File: config.mk
export PLATFORM = sky130hd
export DESIGN_NAME = icu_card_uart
export DESIGN_NICKNAME = d
export VERILOG_FILES = /design/src/icu_pkg.sv /design/src/icu_sync2.sv /design/src/icu_etu_gen.sv /design/src/icu_card_uart.sv
export SDC_FILE = /design/constraint.sdc
export NUM_CORES = 1
export LEC_CHECK = 0
export ABC_AREA = 1
export BUFFER_PORTS_ARGS = -buffer_cell sky130_fd_sc_hd__clkbuf_2
export CORE_MARGIN = 1.5
export CORE_UTILIZATION = 42
export CTS_BUF_LIST = sky130_fd_sc_hd__clkbuf_16
export CTS_CLUSTER_DIAMETER = 100
export DETAILED_ROUTE_END_ITERATION = 10
export PLACE_DENSITY = 0.67
export SLEW_MARGIN = 5
export SYNTH_ARGS = -nofsm -noshare
export SYNTH_HDL_FRONTEND = slang
export SYNTH_HIERARCHICAL = 1
export SYNTH_SLANG_ARGS = --single-unit
File: constraint.sdc
create_clock -name mclk_in -period 3.9 [get_ports mclk_in]
set_input_delay 0.78 -clock mclk_in [delete_from_list [all_inputs] [get_ports mclk_in]]
set_output_delay 0.78 -clock mclk_in [all_outputs]
set_load 0.03 [all_outputs]
File: src/icu_pkg.sv
// Purpose: Shared constants for the card UART ETU and configuration block
// Assumes: APB with 32-bit data, one aligned word per register
// Notes: Register indices are multiplied by four to form byte addresses
package icu_pkg;
  localparam logic [7:0] ICU_IDX_ETU_DIVIDER = 8'h02;
  localparam logic [7:0] ICU_IDX_CONFIG_B = 8'h03;
  localparam logic [7:0] ICU_IDX_CONFIG_A = 8'h06;
  localparam logic [7:0] ICU_IDX_CTRL = 8'h10;
  localparam logic [7:0] ICU_IDX_STATUS = 8'h11;
  localparam logic [11:0] ICU_ADDR_ETU_DIVIDER = {2'b00, ICU_IDX_ETU_DIVIDER, 2'b00};
  localparam logic [11:0] ICU_ADDR_CONFIG_B = {2'b00, ICU_IDX_CONFIG_B, 2'b00};
  localparam logic [11:0] ICU_ADDR_CONFIG_A = {2'b00, ICU_IDX_CONFIG_A, 2'b00};
  localparam logic [11:0] ICU_ADDR_CTRL = {2'b00, ICU_IDX_CTRL, 2'b00};
  localparam logic [11:0] ICU_ADDR_STATUS = {2'b00, ICU_IDX_STATUS, 2'b00};
  localparam logic [7:0] ICU_RST_ETU_DIVIDER = 8'h00;
  localparam logic [7:0] ICU_RST_CONFIG_B = 8'h00;
  localparam logic [7:0] ICU_RST_CONFIG_A = 8'h00;
  localparam logic [7:0] ICU_CFGB_MASK = 8'hdf;
  localparam logic [7:0] ICU_CFGA_MASK = 8'h7f;
  localparam int ICU_B_EXT_WAKE = 7;
  localparam int ICU_B_BUF_IRQ_DIS = 6;
  localparam int ICU_B_HOST_WAKE = 4;
  localparam int ICU_B_SYNC_CARD = 3;
  localparam int ICU_B_MANUAL_CONVENTION_BIT = 2;
  localparam int ICU_B_HALF_ETU = 1;
  localparam int ICU_B_PRESCALER = 0;
  localparam int ICU_A_SESSION = 1;
  localparam int ICU_A_CONVENTION_BIT = 0;
  localparam logic [5:0] ICU_PRESCALE_31 = 6'h1f;
  localparam logic [5:0] ICU_PRESCALE_32 = 6'h20;
  // Half ETU steps from the start edge of the initial character before session start clears (10.5 ETU)
  localparam logic [4:0] ICU_SESSION_HALF_ETUS = 5'h15;
  // Initial character pattern after sampling bits in line order (direct convention)
  localparam logic [7:0] ICU_TS_DIRECT = 8'h3b;
  localparam logic [7:0] ICU_TS_INVERSE = 8'hc0;
  localparam logic [31:0] ICU_SLVERR_NONE = 32'h0;
  typedef enum logic [3:0] {
    ICU_RX_IDLE = 4'b0001,
    ICU_RX_START = 4'b0010,
    ICU_RX_DATA = 4'b0100,
    ICU_RX_HOLD = 4'b1000
  } icu_rx_state_e;
endpackage : icu_pkg

File: src/icu_sync2.sv
// Purpose: Two flip-flop synchroniser for pin inputs
// Assumes: Input asynchronous to mclk_in
// Notes: First stage is read only by the second
`timescale 1ns/1ps
`default_nettype none
module icu_sync2 (
  input wire logic mclk_in,
  input wire logic sys_rst_in,
  input wire logic async_in,
  output logic sync_out
);
  logic meta_r;
  logic sync_r;
  always_ff @(posedge mclk_in or posedge sys_rst_in) begin
    if (sys_rst_in) begin
      meta_r <= 1'b1;
      sync_r <= 1'b1;
    end else begin
      meta_r <= async_in;
      sync_r <= meta_r;
    end
  end
  assign sync_out = sync_r;
endmodule : icu_sync2
`default_nettype wire

File: src/icu_etu_gen.sv
// Purpose: ETU divider and prescaler time base
// Assumes: Card clock enable pulses in mclk_in domain
// Notes: Emits half-ETU and ETU ticks
`timescale 1ns/1ps
`default_nettype none
module icu_etu_gen
  import icu_pkg::*;
(
  input wire logic mclk_in,
  input wire logic sys_rst_in,
  input wire logic card_clk_en_in,
  input wire logic [7:0] divider_value_in,
  input wire logic prescaler_sel_in,
  input wire logic half_etu_unit_in,
  input wire logic clk_is_xtal_in,
  output logic half_tick_out,
  output logic etu_tick_out
);
  logic [5:0] psc_cnt_r;
  logic [7:0] div_cnt_r;
  logic [5:0] psc_top;
  logic psc_wrap;
  logic div_wrap;
  logic halve;
  assign psc_top = prescaler_sel_in ? ICU_PRESCALE_32 : ICU_PRESCALE_31;
  assign halve = half_etu_unit_in && !clk_is_xtal_in;
  // Halved ETU runs the prescaler at double rate by counting two per card clock
  assign psc_wrap = card_clk_en_in && (halve ? (psc_cnt_r >= psc_top - 6'd2)
                                             : (psc_cnt_r == psc_top - 6'd1));
  assign div_wrap = psc_wrap && (div_cnt_r <= 8'h1);
  always_ff @(posedge mclk_in or posedge sys_rst_in) begin
    if (sys_rst_in) begin
      psc_cnt_r <= 6'h0;
    end else if (psc_wrap) begin
      psc_cnt_r <= (halve && psc_cnt_r == psc_top - 6'd1) ? 6'h1 : 6'h0;
    end else if (card_clk_en_in) begin
      psc_cnt_r <= psc_cnt_r + (halve ? 6'd2 : 6'd1);
    end
  end
  // Auto-reload down-counter, ETU = prescaler x divider
  always_ff @(posedge mclk_in or posedge sys_rst_in) begin
    if (sys_rst_in) begin
      div_cnt_r <= 8'h0;
    end else if (div_wrap) begin
      div_cnt_r <= divider_value_in;
    end else if (psc_wrap) begin
      div_cnt_r <= div_cnt_r - 8'h1;
    end
  end
  always_ff @(posedge mclk_in or posedge sys_rst_in) begin
    if (sys_rst_in) begin
      half_tick_out <= 1'b0;
      etu_tick_out <= 1'b0;
    end else begin
      // Mid tick on the prescaler wrap that leaves half the divider count
      half_tick_out <= psc_wrap
                       && (div_wrap || div_cnt_r == {1'b0, divider_value_in[7:1]} + 8'h1);
      etu_tick_out <= div_wrap && divider_value_in != 8'h0;
    end
  end
endmodule : icu_etu_gen
`default_nettype wire

File: src/icu_card_uart.sv
// Purpose: ETU timing and configuration of a smart-card UART
// Assumes: APB slave, 40 MHz mclk_in, card clock given as enable pulses
// Notes: Character engine kept minimal: initial character and convention
`timescale 1ns/1ps
`default_nettype none
module icu_card_uart
  import icu_pkg::*;
(
  input wire logic mclk_in,
  input wire logic sys_rst_in,
  input wire logic psel,
  input wire logic penable,
  input wire logic pwrite,
  input wire logic [11:0] paddr,
  input wire logic [31:0] pwdata,
  output logic [31:0] prdata,
  output logic pready,
  output logic pslverr,
  input wire logic card_clk_en_in,
  input wire logic clk_is_xtal_in,
  input wire logic sync_clock_ctrl_in,
  input wire logic power_down_in,
  input wire logic ext_irq_pin_n_in,
  input wire logic host_rx_pin_in,
  input wire logic card_io_in,
  output logic card_io_out,
  output logic card_io_oe_out,
  output logic card_clk_gate_out,
  input wire logic char_event_in,
  input wire logic status_event_in,
  output logic wake_out,
  output logic char_irq_out,
  output logic status_irq_out,
  output logic etu_tick_out,
  output logic half_tick_out,
  input wire logic [7:0] tx_register_in,
  output logic [7:0] rx_register_out
);
  import icu_pkg::*;
  logic [7:0] etu_divider_r;
  logic [7:0] card_uart_config_b_r;
  logic session_r;
  logic convention_bit_r;
  logic ext_sync;
  logic host_sync;
  logic io_sync;
  logic ext_d_r;
  logic host_d_r;
  logic io_d_r;
  logic wake_r;
  logic [7:0] rx_register_r;
  icu_rx_state_e rx_state_r;
  logic [3:0] bit_cnt_r;
  logic [4:0] half_cnt_r;
  logic [7:0] shift_r;
  logic ts_done_r;
  logic wr_en;
  logic rd_en;
  logic addr_ok;
  logic manual_convention_bit;
  logic sync_card;

  icu_sync2 u_ext_sync (
    .mclk_in(mclk_in),
    .sys_rst_in(sys_rst_in),
    .async_in(ext_irq_pin_n_in),
    .sync_out(ext_sync)
  );
  icu_sync2 u_host_sync (
    .mclk_in(mclk_in),
    .sys_rst_in(sys_rst_in),
    .async_in(host_rx_pin_in),
    .sync_out(host_sync)
  );
  icu_sync2 u_io_sync (
    .mclk_in(mclk_in),
    .sys_rst_in(sys_rst_in),
    .async_in(card_io_in),
    .sync_out(io_sync)
  );

  icu_etu_gen u_etu (
    .mclk_in(mclk_in),
    .sys_rst_in(sys_rst_in),
    .card_clk_en_in(card_clk_en_in),
    .divider_value_in(etu_divider_r),
    .prescaler_sel_in(card_uart_config_b_r[ICU_B_PRESCALER]),
    .half_etu_unit_in(card_uart_config_b_r[ICU_B_HALF_ETU]),
    .clk_is_xtal_in(clk_is_xtal_in),
    .half_tick_out(half_tick_out),
    .etu_tick_out(etu_tick_out)
  );

  assign manual_convention_bit = card_uart_config_b_r[ICU_B_MANUAL_CONVENTION_BIT];
  assign sync_card = card_uart_config_b_r[ICU_B_SYNC_CARD];

  // APB slave, zero wait states
  assign pready = 1'b1;
  assign wr_en = psel && penable && pwrite;
  assign rd_en = psel && !penable && !pwrite;
  always_comb begin
    if (paddr == ICU_ADDR_ETU_DIVIDER) begin
      addr_ok = 1'b1;
    end else if (paddr == ICU_ADDR_CONFIG_B) begin
      addr_ok = 1'b1;
    end else if (paddr == ICU_ADDR_CONFIG_A) begin
      addr_ok = 1'b1;
    end else if (paddr == ICU_ADDR_STATUS) begin
      addr_ok = 1'b1;
    end else begin
      addr_ok = 1'b0;
    end
  end
  assign pslverr = psel && penable && !addr_ok;

  always_ff @(posedge mclk_in or posedge sys_rst_in) begin
    if (sys_rst_in) begin
      prdata <= ICU_SLVERR_NONE;
    end else if (rd_en) begin
      if (paddr == ICU_ADDR_ETU_DIVIDER) begin
        prdata <= {24'h0, etu_divider_r};
      end else if (paddr == ICU_ADDR_CONFIG_B) begin
        prdata <= {24'h0, card_uart_config_b_r};
      end else if (paddr == ICU_ADDR_CONFIG_A) begin
        prdata <= {30'h0, session_r, convention_bit_r};
      end else if (paddr == ICU_ADDR_STATUS) begin
        prdata <= {24'h0, rx_state_r, ts_done_r, wake_r, io_sync, rx_register_r[0]};
      end else begin
        prdata <= 32'h0;
      end
    end
  end

  always_ff @(posedge mclk_in or posedge sys_rst_in) begin
    if (sys_rst_in) begin
      etu_divider_r <= ICU_RST_ETU_DIVIDER;
    end else if (wr_en && paddr == ICU_ADDR_ETU_DIVIDER) begin
      etu_divider_r <= pwdata[7:0];
    end
  end

  always_ff @(posedge mclk_in or posedge sys_rst_in) begin
    if (sys_rst_in) begin
      card_uart_config_b_r <= ICU_RST_CONFIG_B;
    end else if (wr_en && paddr == ICU_ADDR_CONFIG_B) begin
      card_uart_config_b_r <= pwdata[7:0] & ICU_CFGB_MASK;
    end
  end

  // Session start: hardware clear wins over a software write in the same cycle
  always_ff @(posedge mclk_in or posedge sys_rst_in) begin
    if (sys_rst_in) begin
      session_r <= 1'b0;
    end else if (rx_state_r == ICU_RX_HOLD && half_tick_out
                 && half_cnt_r == ICU_SESSION_HALF_ETUS - 5'd1) begin
      session_r <= 1'b0;
    end else if (wr_en && paddr == ICU_ADDR_CONFIG_A) begin
      session_r <= pwdata[ICU_A_SESSION];
    end
  end

  // Convention bit: detection only in automatic mode, software write only in manual mode
  always_ff @(posedge mclk_in or posedge sys_rst_in) begin
    if (sys_rst_in) begin
      convention_bit_r <= 1'b0;
    end else if (!manual_convention_bit && session_r && rx_state_r == ICU_RX_DATA
                 && etu_tick_out && bit_cnt_r == 4'd7) begin
      convention_bit_r <= ({shift_r[6:0], io_sync} == ICU_TS_DIRECT);
    end else if (manual_convention_bit && wr_en && paddr == ICU_ADDR_CONFIG_A) begin
      convention_bit_r <= pwdata[ICU_A_CONVENTION_BIT];
    end
  end

  // Initial character capture, timed by ETU ticks
  always_ff @(posedge mclk_in or posedge sys_rst_in) begin
    if (sys_rst_in) begin
      rx_state_r <= ICU_RX_IDLE;
      bit_cnt_r <= 4'h0;
      half_cnt_r <= 5'h0;
      shift_r <= 8'h0;
      ts_done_r <= 1'b0;
    end else begin
      case (rx_state_r)
        ICU_RX_IDLE: begin
          if (session_r && !sync_card && io_d_r && !io_sync) begin
            rx_state_r <= ICU_RX_START;
            half_cnt_r <= 5'h0;
          end
        end
        ICU_RX_START: begin
          if (etu_tick_out) begin
            rx_state_r <= ICU_RX_DATA;
            bit_cnt_r <= 4'h0;
            half_cnt_r <= 5'h2;
          end
        end
        ICU_RX_DATA: begin
          if (etu_tick_out) begin
            shift_r <= {shift_r[6:0], io_sync};
            bit_cnt_r <= bit_cnt_r + 4'h1;
            if (bit_cnt_r == 4'd7) begin
              rx_state_r <= ICU_RX_HOLD;
              ts_done_r <= 1'b1;
            end
          end
          if (half_tick_out) begin
            half_cnt_r <= half_cnt_r + 5'h1;
          end
        end
        ICU_RX_HOLD: begin
          if (half_tick_out) begin
            half_cnt_r <= half_cnt_r + 5'h1;
          end
          if (!session_r) begin
            rx_state_r <= ICU_RX_IDLE;
          end
        end
        default: begin
          rx_state_r <= ICU_RX_IDLE;
        end
      endcase
    end
  end

  // Falling-edge detect for wake pins and card line
  always_ff @(posedge mclk_in or posedge sys_rst_in) begin
    if (sys_rst_in) begin
      ext_d_r <= 1'b1;
      host_d_r <= 1'b1;
      io_d_r <= 1'b1;
    end else begin
      ext_d_r <= ext_sync;
      host_d_r <= host_sync;
      io_d_r <= io_sync;
    end
  end

  // Wake pulse only while powered down; waking frame start is not kept
  always_ff @(posedge mclk_in or posedge sys_rst_in) begin
    if (sys_rst_in) begin
      wake_r <= 1'b0;
    end else begin
      wake_r <= power_down_in &&
        ((card_uart_config_b_r[ICU_B_EXT_WAKE] && ext_d_r && !ext_sync) ||
         (card_uart_config_b_r[ICU_B_HOST_WAKE] && host_d_r && !host_sync));
    end
  end
  assign wake_out = wake_r;

  // Character interrupts gated, status interrupts pass
  always_ff @(posedge mclk_in or posedge sys_rst_in) begin
    if (sys_rst_in) begin
      char_irq_out <= 1'b0;
      status_irq_out <= 1'b0;
    end else begin
      char_irq_out <= char_event_in && !card_uart_config_b_r[ICU_B_BUF_IRQ_DIS];
      status_irq_out <= status_event_in;
    end
  end

  // Synchronous card bypass of bit 0
  always_ff @(posedge mclk_in or posedge sys_rst_in) begin
    if (sys_rst_in) begin
      rx_register_r <= 8'h0;
      card_io_out <= 1'b1;
      card_io_oe_out <= 1'b0;
      card_clk_gate_out <= 1'b0;
    end else begin
      if (sync_card) begin
        rx_register_r <= {7'h0, io_sync};
        card_io_out <= tx_register_in[0];
        card_io_oe_out <= !tx_register_in[0];
        card_clk_gate_out <= sync_clock_ctrl_in;
      end else begin
        rx_register_r <= shift_r;
        card_io_out <= 1'b1;
        card_io_oe_out <= 1'b0;
        card_clk_gate_out <= card_clk_en_in;
      end
    end
  end
  assign rx_register_out = rx_register_r;
endmodule : icu_card_uart
`default_nettype wire

# ---- Yosys cells after proc, flatten, opt, wreduce, memory -nomap -nowiden
# Cells that the tools add are included.
dict set report totals {
  register_bits 110
  in_bits 66
  out_inout_bits 50
}
dict set report op_classes {
  n_addsub 7
  order_cmp 2
  eq_ne 19
  muxes 37
  reduce_logical 57
}
# op n
set ops {}
lappend ops {{8-bit 2-to-1 mux} 7}
lappend ops {{1-bit logical AND} 31}
lappend ops {{4-bit 2-to-1 mux} 7}
lappend ops {{12-bit by 4-bit equality test with 1-bit output (second input constant)} 2}
lappend ops {{6-bit 2-to-1 mux} 3}
lappend ops {{4-bit one-hot mux with 4 select lines} 1}
lappend ops {{5-bit 2-to-1 mux} 3}
lappend ops {{5-bit one-hot mux with 3 select lines} 1}
lappend ops {{1-bit 2-to-1 mux} 13}
lappend ops {{12-bit by 5-bit equality test with 1-bit output (second input constant)} 1}
lappend ops {{12-bit by 7-bit equality test with 1-bit output (second input constant)} 1}
lappend ops {{1-bit logical NOT} 11}
lappend ops {{2-bit nonzero test} 5}
lappend ops {{7-bit by 1-bit adder with 8-bit output (second input constant)} 1}
lappend ops {{4-bit by 3-bit equality test with 1-bit output (second input constant)} 2}
lappend ops {{8-bit by 6-bit equality test with 1-bit output (second input constant)} 1}
lappend ops {{8-bit equality test} 1}
lappend ops {{8-bit by 1-bit <= comparator with 1-bit output (second input constant)} 1}
lappend ops {{2-bit by 1-bit != test with 1-bit output (second input constant)} 4}
lappend ops {{4-bit one-hot mux with 2 select lines} 1}
lappend ops {{8-bit nonzero test} 1}
lappend ops {{8-bit by 1-bit subtractor with 8-bit output (second input constant)} 1}
lappend ops {{6-bit adder} 1}
lappend ops {{6-bit equality test} 1}
lappend ops {{18 further kinds} 21}

# ---- Depth between registers and ports, before layout
# Gate-level depths: netlist (run 1).
dict set report logic_depth {
  depth_word 8
  mapped_depth 13
  depth_no_buf 13
}

# ---- Hierarchy
# Netlist (run 1), hierarchy kept.
# module instances cells_each area_per_inst_um2
set by_module_without_submodules {}
lappend by_module_without_submodules {icu_card_uart 1 397 3342.0}
lappend by_module_without_submodules {icu_etu_gen 1 220 1401.3}
lappend by_module_without_submodules {icu_sync2 3 3 56.3}

# ---- Least setup slack after synthesis (run 1)
# Ideal clock, no wire load.
dict set report synth_path {
  kind {input to output}
  startpoint {in paddr[10]}
  endpoint {out pslverr}
  arrival_time_ps 1888
  required_ps 3120
  slack_ps 1232
  stages 7
  cell_sequence {inv_1 -> nand2_1 -> nor2_1 -> buf_2 -> nand4_1 -> nand3_1 -> nor3_1}
}
dict set report synth_via {
  elab_chain_len 7
}
# element line
set synth_lines {}
lappend synth_lines {{from (decl)} icu_card_uart.sv:14} ;# input wire logic [11:0] paddr,
lappend synth_lines {{12-bit by 7-bit equality test with 1-bit output} icu_card_uart.sv:108} ;# end else if (paddr == ICU_ADDR_STATUS) begin
lappend synth_lines {{1-bit 2-to-1 mux} icu_card_uart.sv:108}
lappend synth_lines {{1-bit 2-to-1 mux} icu_card_uart.sv:106} ;# end else if (paddr == ICU_ADDR_CONFIG_A) begin
lappend synth_lines {{1-bit 2-to-1 mux} icu_card_uart.sv:104} ;# end else if (paddr == ICU_ADDR_CONFIG_B) begin
lappend synth_lines {{1-bit 2-to-1 mux *} icu_card_uart.sv:102} ;# if (paddr == ICU_ADDR_ETU_DIVIDER) begin
lappend synth_lines {{1-bit logical NOT *} icu_card_uart.sv:114} ;# assign pslverr = psel && penable && !addr_ok;
lappend synth_lines {{1-bit logical AND *} icu_card_uart.sv:114}
lappend synth_lines {{to (decl)} icu_card_uart.sv:18} ;# output logic pslverr,
# Mark *: on every way between the ends. The rest lies on a longest branch, timed or not.

# ---- Worst setup path in the final report (run 1)
dict set report layout_path {
  startpoint {in paddr[11]}
  endpoint {out pslverr}
}
# Same word-level chain as after synthesis.

==> results of run 1 <==
per-stage QoR:
step                std cells  util (%)  hold slack (ns)
floorplan                 649         -            0.345
global placement          817      45.6            0.346
detailed placement        817      45.6            0.347
CTS                       833      48.6            0.356
global route              833      48.6            0.362
finish                    833      48.6            0.353
flip-flops by register name, indices dropped and copies added, names as in the netlist, 4 cells and up:
register,count
u_etu/psc_cnt_r,6
bit_cnt_r,4
half_cnt_r,5
u_etu/div_cnt_r,8
card_uart_config_b_r,7
etu_divider_r,8
rx_register_out,8
prdata,8
shift_r,8
rx_state_r,4
worst min path at each step:
stage	cells after the start	endpoint	slack [ns]	from
2_1_floorplan	0	u_ext_sync/sync_out	0.35	u_ext_sync/meta_r
3_3_place_gp	0	u_io_sync/sync_out	0.35	u_io_sync/meta_r
3_5_place_dp	0	u_io_sync/sync_out	0.35	u_io_sync/meta_r
4_1_cts	0	u_io_sync/sync_out	0.36	u_io_sync/meta_r
5_1_grt	0	u_ext_sync/sync_out	0.36	u_ext_sync/meta_r
6_report	0	u_ext_sync/sync_out	0.35	u_ext_sync/meta_r
worst reg2reg max path: stages, from the launching register on:
cell and delay [ns]:
dfrtp_1 0.42, nor2_2 0.13, nand3_2 0.15, nor2_1 0.90
inv_2 0.06, a21oi_1 0.14, o21ai_1 0.07, o21ai_1 0.07
cells in the final DEF, fill, tap and decap left out, types with 2 or more instances in the layout:
cell type  count
a21oi_1        6
and2_1         2
buf_4          2
bufinv_16      3
clkbuf_16      9
clkbuf_2      59
clkinv_1       2
conb_1        25
dfrtp_1       75
dfstp_2       11
ha_1          10
inv_1         80
inv_2          9
nand2_1      180
nand2_2       11
nand2_4        4
nand3_1       47
nand4_1       10
nor2_1        54
nor2_2         4
nor2_4         7
nor3_1         5
nor3_2         3
nor4_1         2
o21ai_0       20
o21ai_1        9
o21ai_2       14
o22ai_1        2
xnor2_1        4
xor2_1         6
final cells by class:
type / count / area (sq um)
fillers: 1104 / 5870
multi-input cells: 437 / 2210
clock inverters: 7 / 115
inverters: 90 / 338
well taps: 143 / 179
clock buffers: 9 / 225
repair buffers: 61 / 310
flip-flops and latches: 86 / 2170
power by group:
group	internal, mW	total, mW	switching (mW)
sequential	1.01	1.11	0.106
combinational	0.257	0.764	0.507
clock	0.624	0.991	0.367
total	1.89	2.87	0.980
Yosys cell counts, drive strengths merged:
library cell  number  area, sq um
or2                1         6.26
and2               3         21.3
inv               88          330
xnor2              4         35.0
and3               1         7.51
conb               2         7.51
clkbuf             3         12.5
nand3b             1         7.51
a21o               1         7.51
mux2i              1         10.0
nor4b              1         8.76
a21oi              7         38.8
nor3               8         55.1
nand2            195          790
o22ai              2         12.5
clkinv             2         7.51
o31ai              1         7.51
ha                10          125
xor2               6         52.6
nand3             48          245
o21ai             43          268
buf               33          269
nand4             10         62.6
dfstp             11          289
nor2              66          327
nor4               2         12.5
fa                 1         20.0
dfrtp             75         1880
layer usage:
layer	track usage (%)	up-vias	wire length, um
met2	29.0	111	4890
met1	24.5	1852	5150
met5	0	-	0
li1	-	2025	-
met3	3.39	17	485
met4	6.24	0	163
logic make-up (layout without fill, tap and decap cells):
kind of cell	count (synthesis)	after routing	synth area share [%]
flops	86	86	44.1
buf+inv	126	167	12.6
other cells	2	25	0.153
fa+ha+maj	11	11	2.95
mux	1	1	0.204
simple gates	336	336	31.4
xor+xnor	10	10	1.78
compound gates	54	54	6.80
==> metrics.txt, run 1 <==
Synth Cell Area 0.00491 sq mm; # resized after CTS 0; Root Buffer clkbuf_16; Seq/Total Area, Yosys 44.1%; Die H 111 um; slowest stage delay, CP 0.19 ns; setup bufs post-CTS 0; final instance area 0.00555 sq mm; placed inst area 0.00521 sq mm; core area 0.0114 sq mm; Final Hold Fails 0; pre-CTS setup slack 1.32 ns; via count 4,005; GRT Residual Overflow 0; Tcrit/Tclk final 66.1%; Tmin final 2.58 ns; die width 111 um; P_leak 2.95 nW; total power 2.87 mW; Finish-stage setup viols 0; vias in the first global route 3,883; #FFs+latches synth 86; fmax 388 MHz; Crit path max-delay family simple AND/OR/NAND/NOR gates; Startpoint Class primary input; sequence of cells on the critical path clkbuf_2, inv_1, nand2_1, nor2_1, buf_4, nand2_1, nor3_1, nor3_1, clkbuf_2; Setup crit end pslverr; DRC 0; clk_skew 0.00777 ns; critical path arrival 1.80 ns; Cells after Synth 626; flop2flop setup slack 1.89 ns; Critical Path Start paddr[11]; CTS tree done; Synth cell types 44; Slew Limit Headroom 22.8%; Worst Setup End Kind output pin; slowest cell on the critical path buf_4; PortBufs 59; Detailed Routing Iterations Pass 1 5; H-Tree Depth 3; clock input transition at the sequential cells of the worst setup and hold paths 0.06 ns; Ports 116; status completed; r2r worst-path depth 7; First DRT Iteration DRCs 196; worst vdd ir 0.000208 V; Final #Nets 762; buffers and inverters on the worst path 4; final setup TNS 0 ns; Initial Util 43.0%; worst slew pin tran 1.15 ns; P per Cell Area 517 mW/mm^2; largest net degree at the start of global routing 43; clock tree buffer depth 2; die area 0.0124 sq mm; Worst R2R End bit_cnt_r[3]; GR Util All Layers 18.0%; unrepaired setup endpoints after global routing no; # rows 39; Avg Inst Size Synth 7.85 sq um; antenna violations before repair 0; Num CTS Buffers 9; CTS sink cnt 86; HP Class flop to flop; P&R area growth vs syn 12.9%; FF-to-FF Start rx_state_r[1]; final WL 10.7 mm; Final WS setup 1.32 ns; total stage count of the critical path 9; share of cells above drive strength 1 20.9%; critical path required time 3.12 ns; CP max FO 15; worst skew pair latency 0.34 ns; Routed Antenna Nets 0; placer congestion estimate 0.863; critical path type primary input to output pin; synth warn 6; Via density 4.81; first-pass GRT wire length 18.1 mm; max-cap violations 0; fin. max-slew vios 0; ANT cells 0; hpwl dp 7.74 mm; hold buffers post-CTS 0; WL/cell 12.8 um
Power figures use the tool's default switching activity.
==> run 2, diff against run 1 <==
Clock period 3.9 ns to 2.6 ns, I/O delays scaled along.
==> run 2 against run 1 <==
Power up 45%. Wire length down 3.7%. Design area is 0.20% lower. Critical endpoint unchanged. Highest routed layer unchanged.
==> metrics.txt, run 2 (synthesis results as in run 1) <==
status completed; # resized after CTS 0; Num CTS Buffers 9; Slew Limit Headroom 53.6%; largest net degree at the start of global routing 65; first-pass GRT wire length 17.5 mm; Fillers 1,123; Reg power frac 40.1%; critical path required time 2.08 ns; Combinational Power Share 27.4%; clk_skew 0.00894 ns; P per Cell Area 751 mW/mm^2; vias in the first global route 3,721; Final #Nets 763; Pint 2.73 mW; GRT Residual Overflow 0; Worst Setup End Kind output pin; clock tree buffer depth 2; HP Class primary input to asynchronous set/reset pin; Die H 111 um; setup bufs post-CTS 0; Routed Antenna Nets 0; Ports 116; # rows 39; clock input transition at the sequential cells of the worst setup and hold paths 0.07 ns; multi-input logic area 0.00221 sq mm; Worst R2R End u_etu/psc_cnt_r[4]; final setup TNS 0 ns; P_leak 2.95 nW; WL/cell 12.3 um; GR Util All Layers 17.5%; slowest cell on the critical path clkbuf_2; Tcrit/Tclk final 82.0%; max-cap violations 0; most frequent cells in the layout nand2_1 (180), inv_1 (82), dfrtp_1 (75); Initial Util 43.0%; sequence of cells on the critical path clkbuf_2, inv_1, nand2_1, nor2_1, buf_4, nand2_1, nand3_1, nor3_1, clkbuf_2; Finish-stage setup viols 0; core area 0.0114 sq mm; P&R area growth vs syn 12.7%; hold buffers post-CTS 0; FF-to-FF Start card_uart_config_b_r[1]; hpwl dp 7.56 mm; critical path type primary input to output pin; Detailed Routing Iterations Pass 1 4; placer congestion estimate 0.867; worst vdd ir 0.000363 V; area of all sequential standard cells 0.00217 sq mm; Tmin final 2.13 ns; Sw Pwr 1.43 mW; antenna violations before repair 0; fin. max-slew vios 0; fmax 469 MHz; Via density 4.75; clock share of power 32.5%; share of cells above drive strength 1 20.5%; most common cell after layout, fill and taps aside nand2_1; ANT cells 0; buffers and inverters on the worst path 4; worst slew pin tran 0.695 ns; final hold slack 0.249 ns; PortBufs 59; worst skew pair latency 0.34 ns; Startpoint Class primary input; Final Hold Fails 0; CP max FO 12; H-Tree Depth 3; via count 3,958; r2r worst-path depth 10; First DRT Iteration DRCs 194; slowest stage delay, CP 0.27 ns; CTS sink cnt 86; unrepaired setup endpoints after global routing no; final WL 10.3 mm; switching share of power 34.4%; DRC 0; flop2flop setup slack 0.74 ns; die area 0.0124 sq mm; die width 111 um; Root Buffer clkbuf_16; Crit path max-delay family buffers and inverters; CTS tree done; critical path arrival 1.61 ns
-- run 2: power groups by stage --
stage / Sequential (mW) / Clock (mW) / Combinational, mW
2_1_floorplan: 1.65 / 0 / 0.936
6_report: 1.67 / 1.35 / 1.14
5_1_grt: 1.69 / 1.44 / 1.32
4_1_cts: 1.67 / 1.38 / 1.13
3_5_place_dp: 1.69 / 0 / 1.12
3_3_place_gp: 1.68 / 0 / 1.09
-- run 2: cell type report --
cell class | instances | share of cell area (%)
Timing Repair Buffer | 62 | 5.97
Clock buffer | 9 | 4.07
Multi-Input combinational cell | 437 | 40.0
Tap cell | 143 | 3.23
Sequential cell | 86 | 39.1
Inverter | 90 | 6.10
Clock inverter | 7 | 1.51
-- run 2: through the flow --
step	std cells	setup WS [ns]	area [sq um]	utilization, %	power, mW
2_1_floorplan	649	0.452	5000	-	2.59
3_3_place_gp	818	0.504	5230	45.8	2.77
3_5_place_dp	818	0.492	5230	45.8	2.81
4_1_cts	834	0.489	5540	48.5	4.18
5_1_grt	834	0.332	5540	48.5	4.45
6_report	834	0.468	5540	48.5	4.16
-- run 2: per-layer routing --
| metal | vias to the layer above | wire length (um) | GRT usage [%] |
|---|---|---|---|
| met5 | - | 0 | 0 |
| met4 | 0 | 195 | 6.75 |
| met3 | 17 | 513 | 3.77 |
| met2 | 117 | 4720 | 27.2 |
| met1 | 1804 | 4870 | 24.1 |
| li1 | 2020 | - | - |
-- run 2: worst max path at each step --
stage / startpoint / endpoint / slack (ns) / depth (start not counted)
after floorplan: paddr[10] / pslverr / 0.45 / 7
after global routing: paddr[10] / pslverr / 0.33 / 9
after global placement: paddr[10] / pslverr / 0.50 / 9
final: paddr[8] / pslverr / 0.47 / 9
after CTS: paddr[11] / pslverr / 0.49 / 9
after detailed placement: paddr[11] / pslverr / 0.49 / 9
-- run 2: worst register-to-register path: cells and delay by family (launching register included) --
kind	cells	cell delay (ns)
xor gates and xnor gates	1	0.13
and+or+nand+nor	4	0.35
adders and majority gates	2	0.57
buffers and inverters	3	0.28
DFF	1	0.41
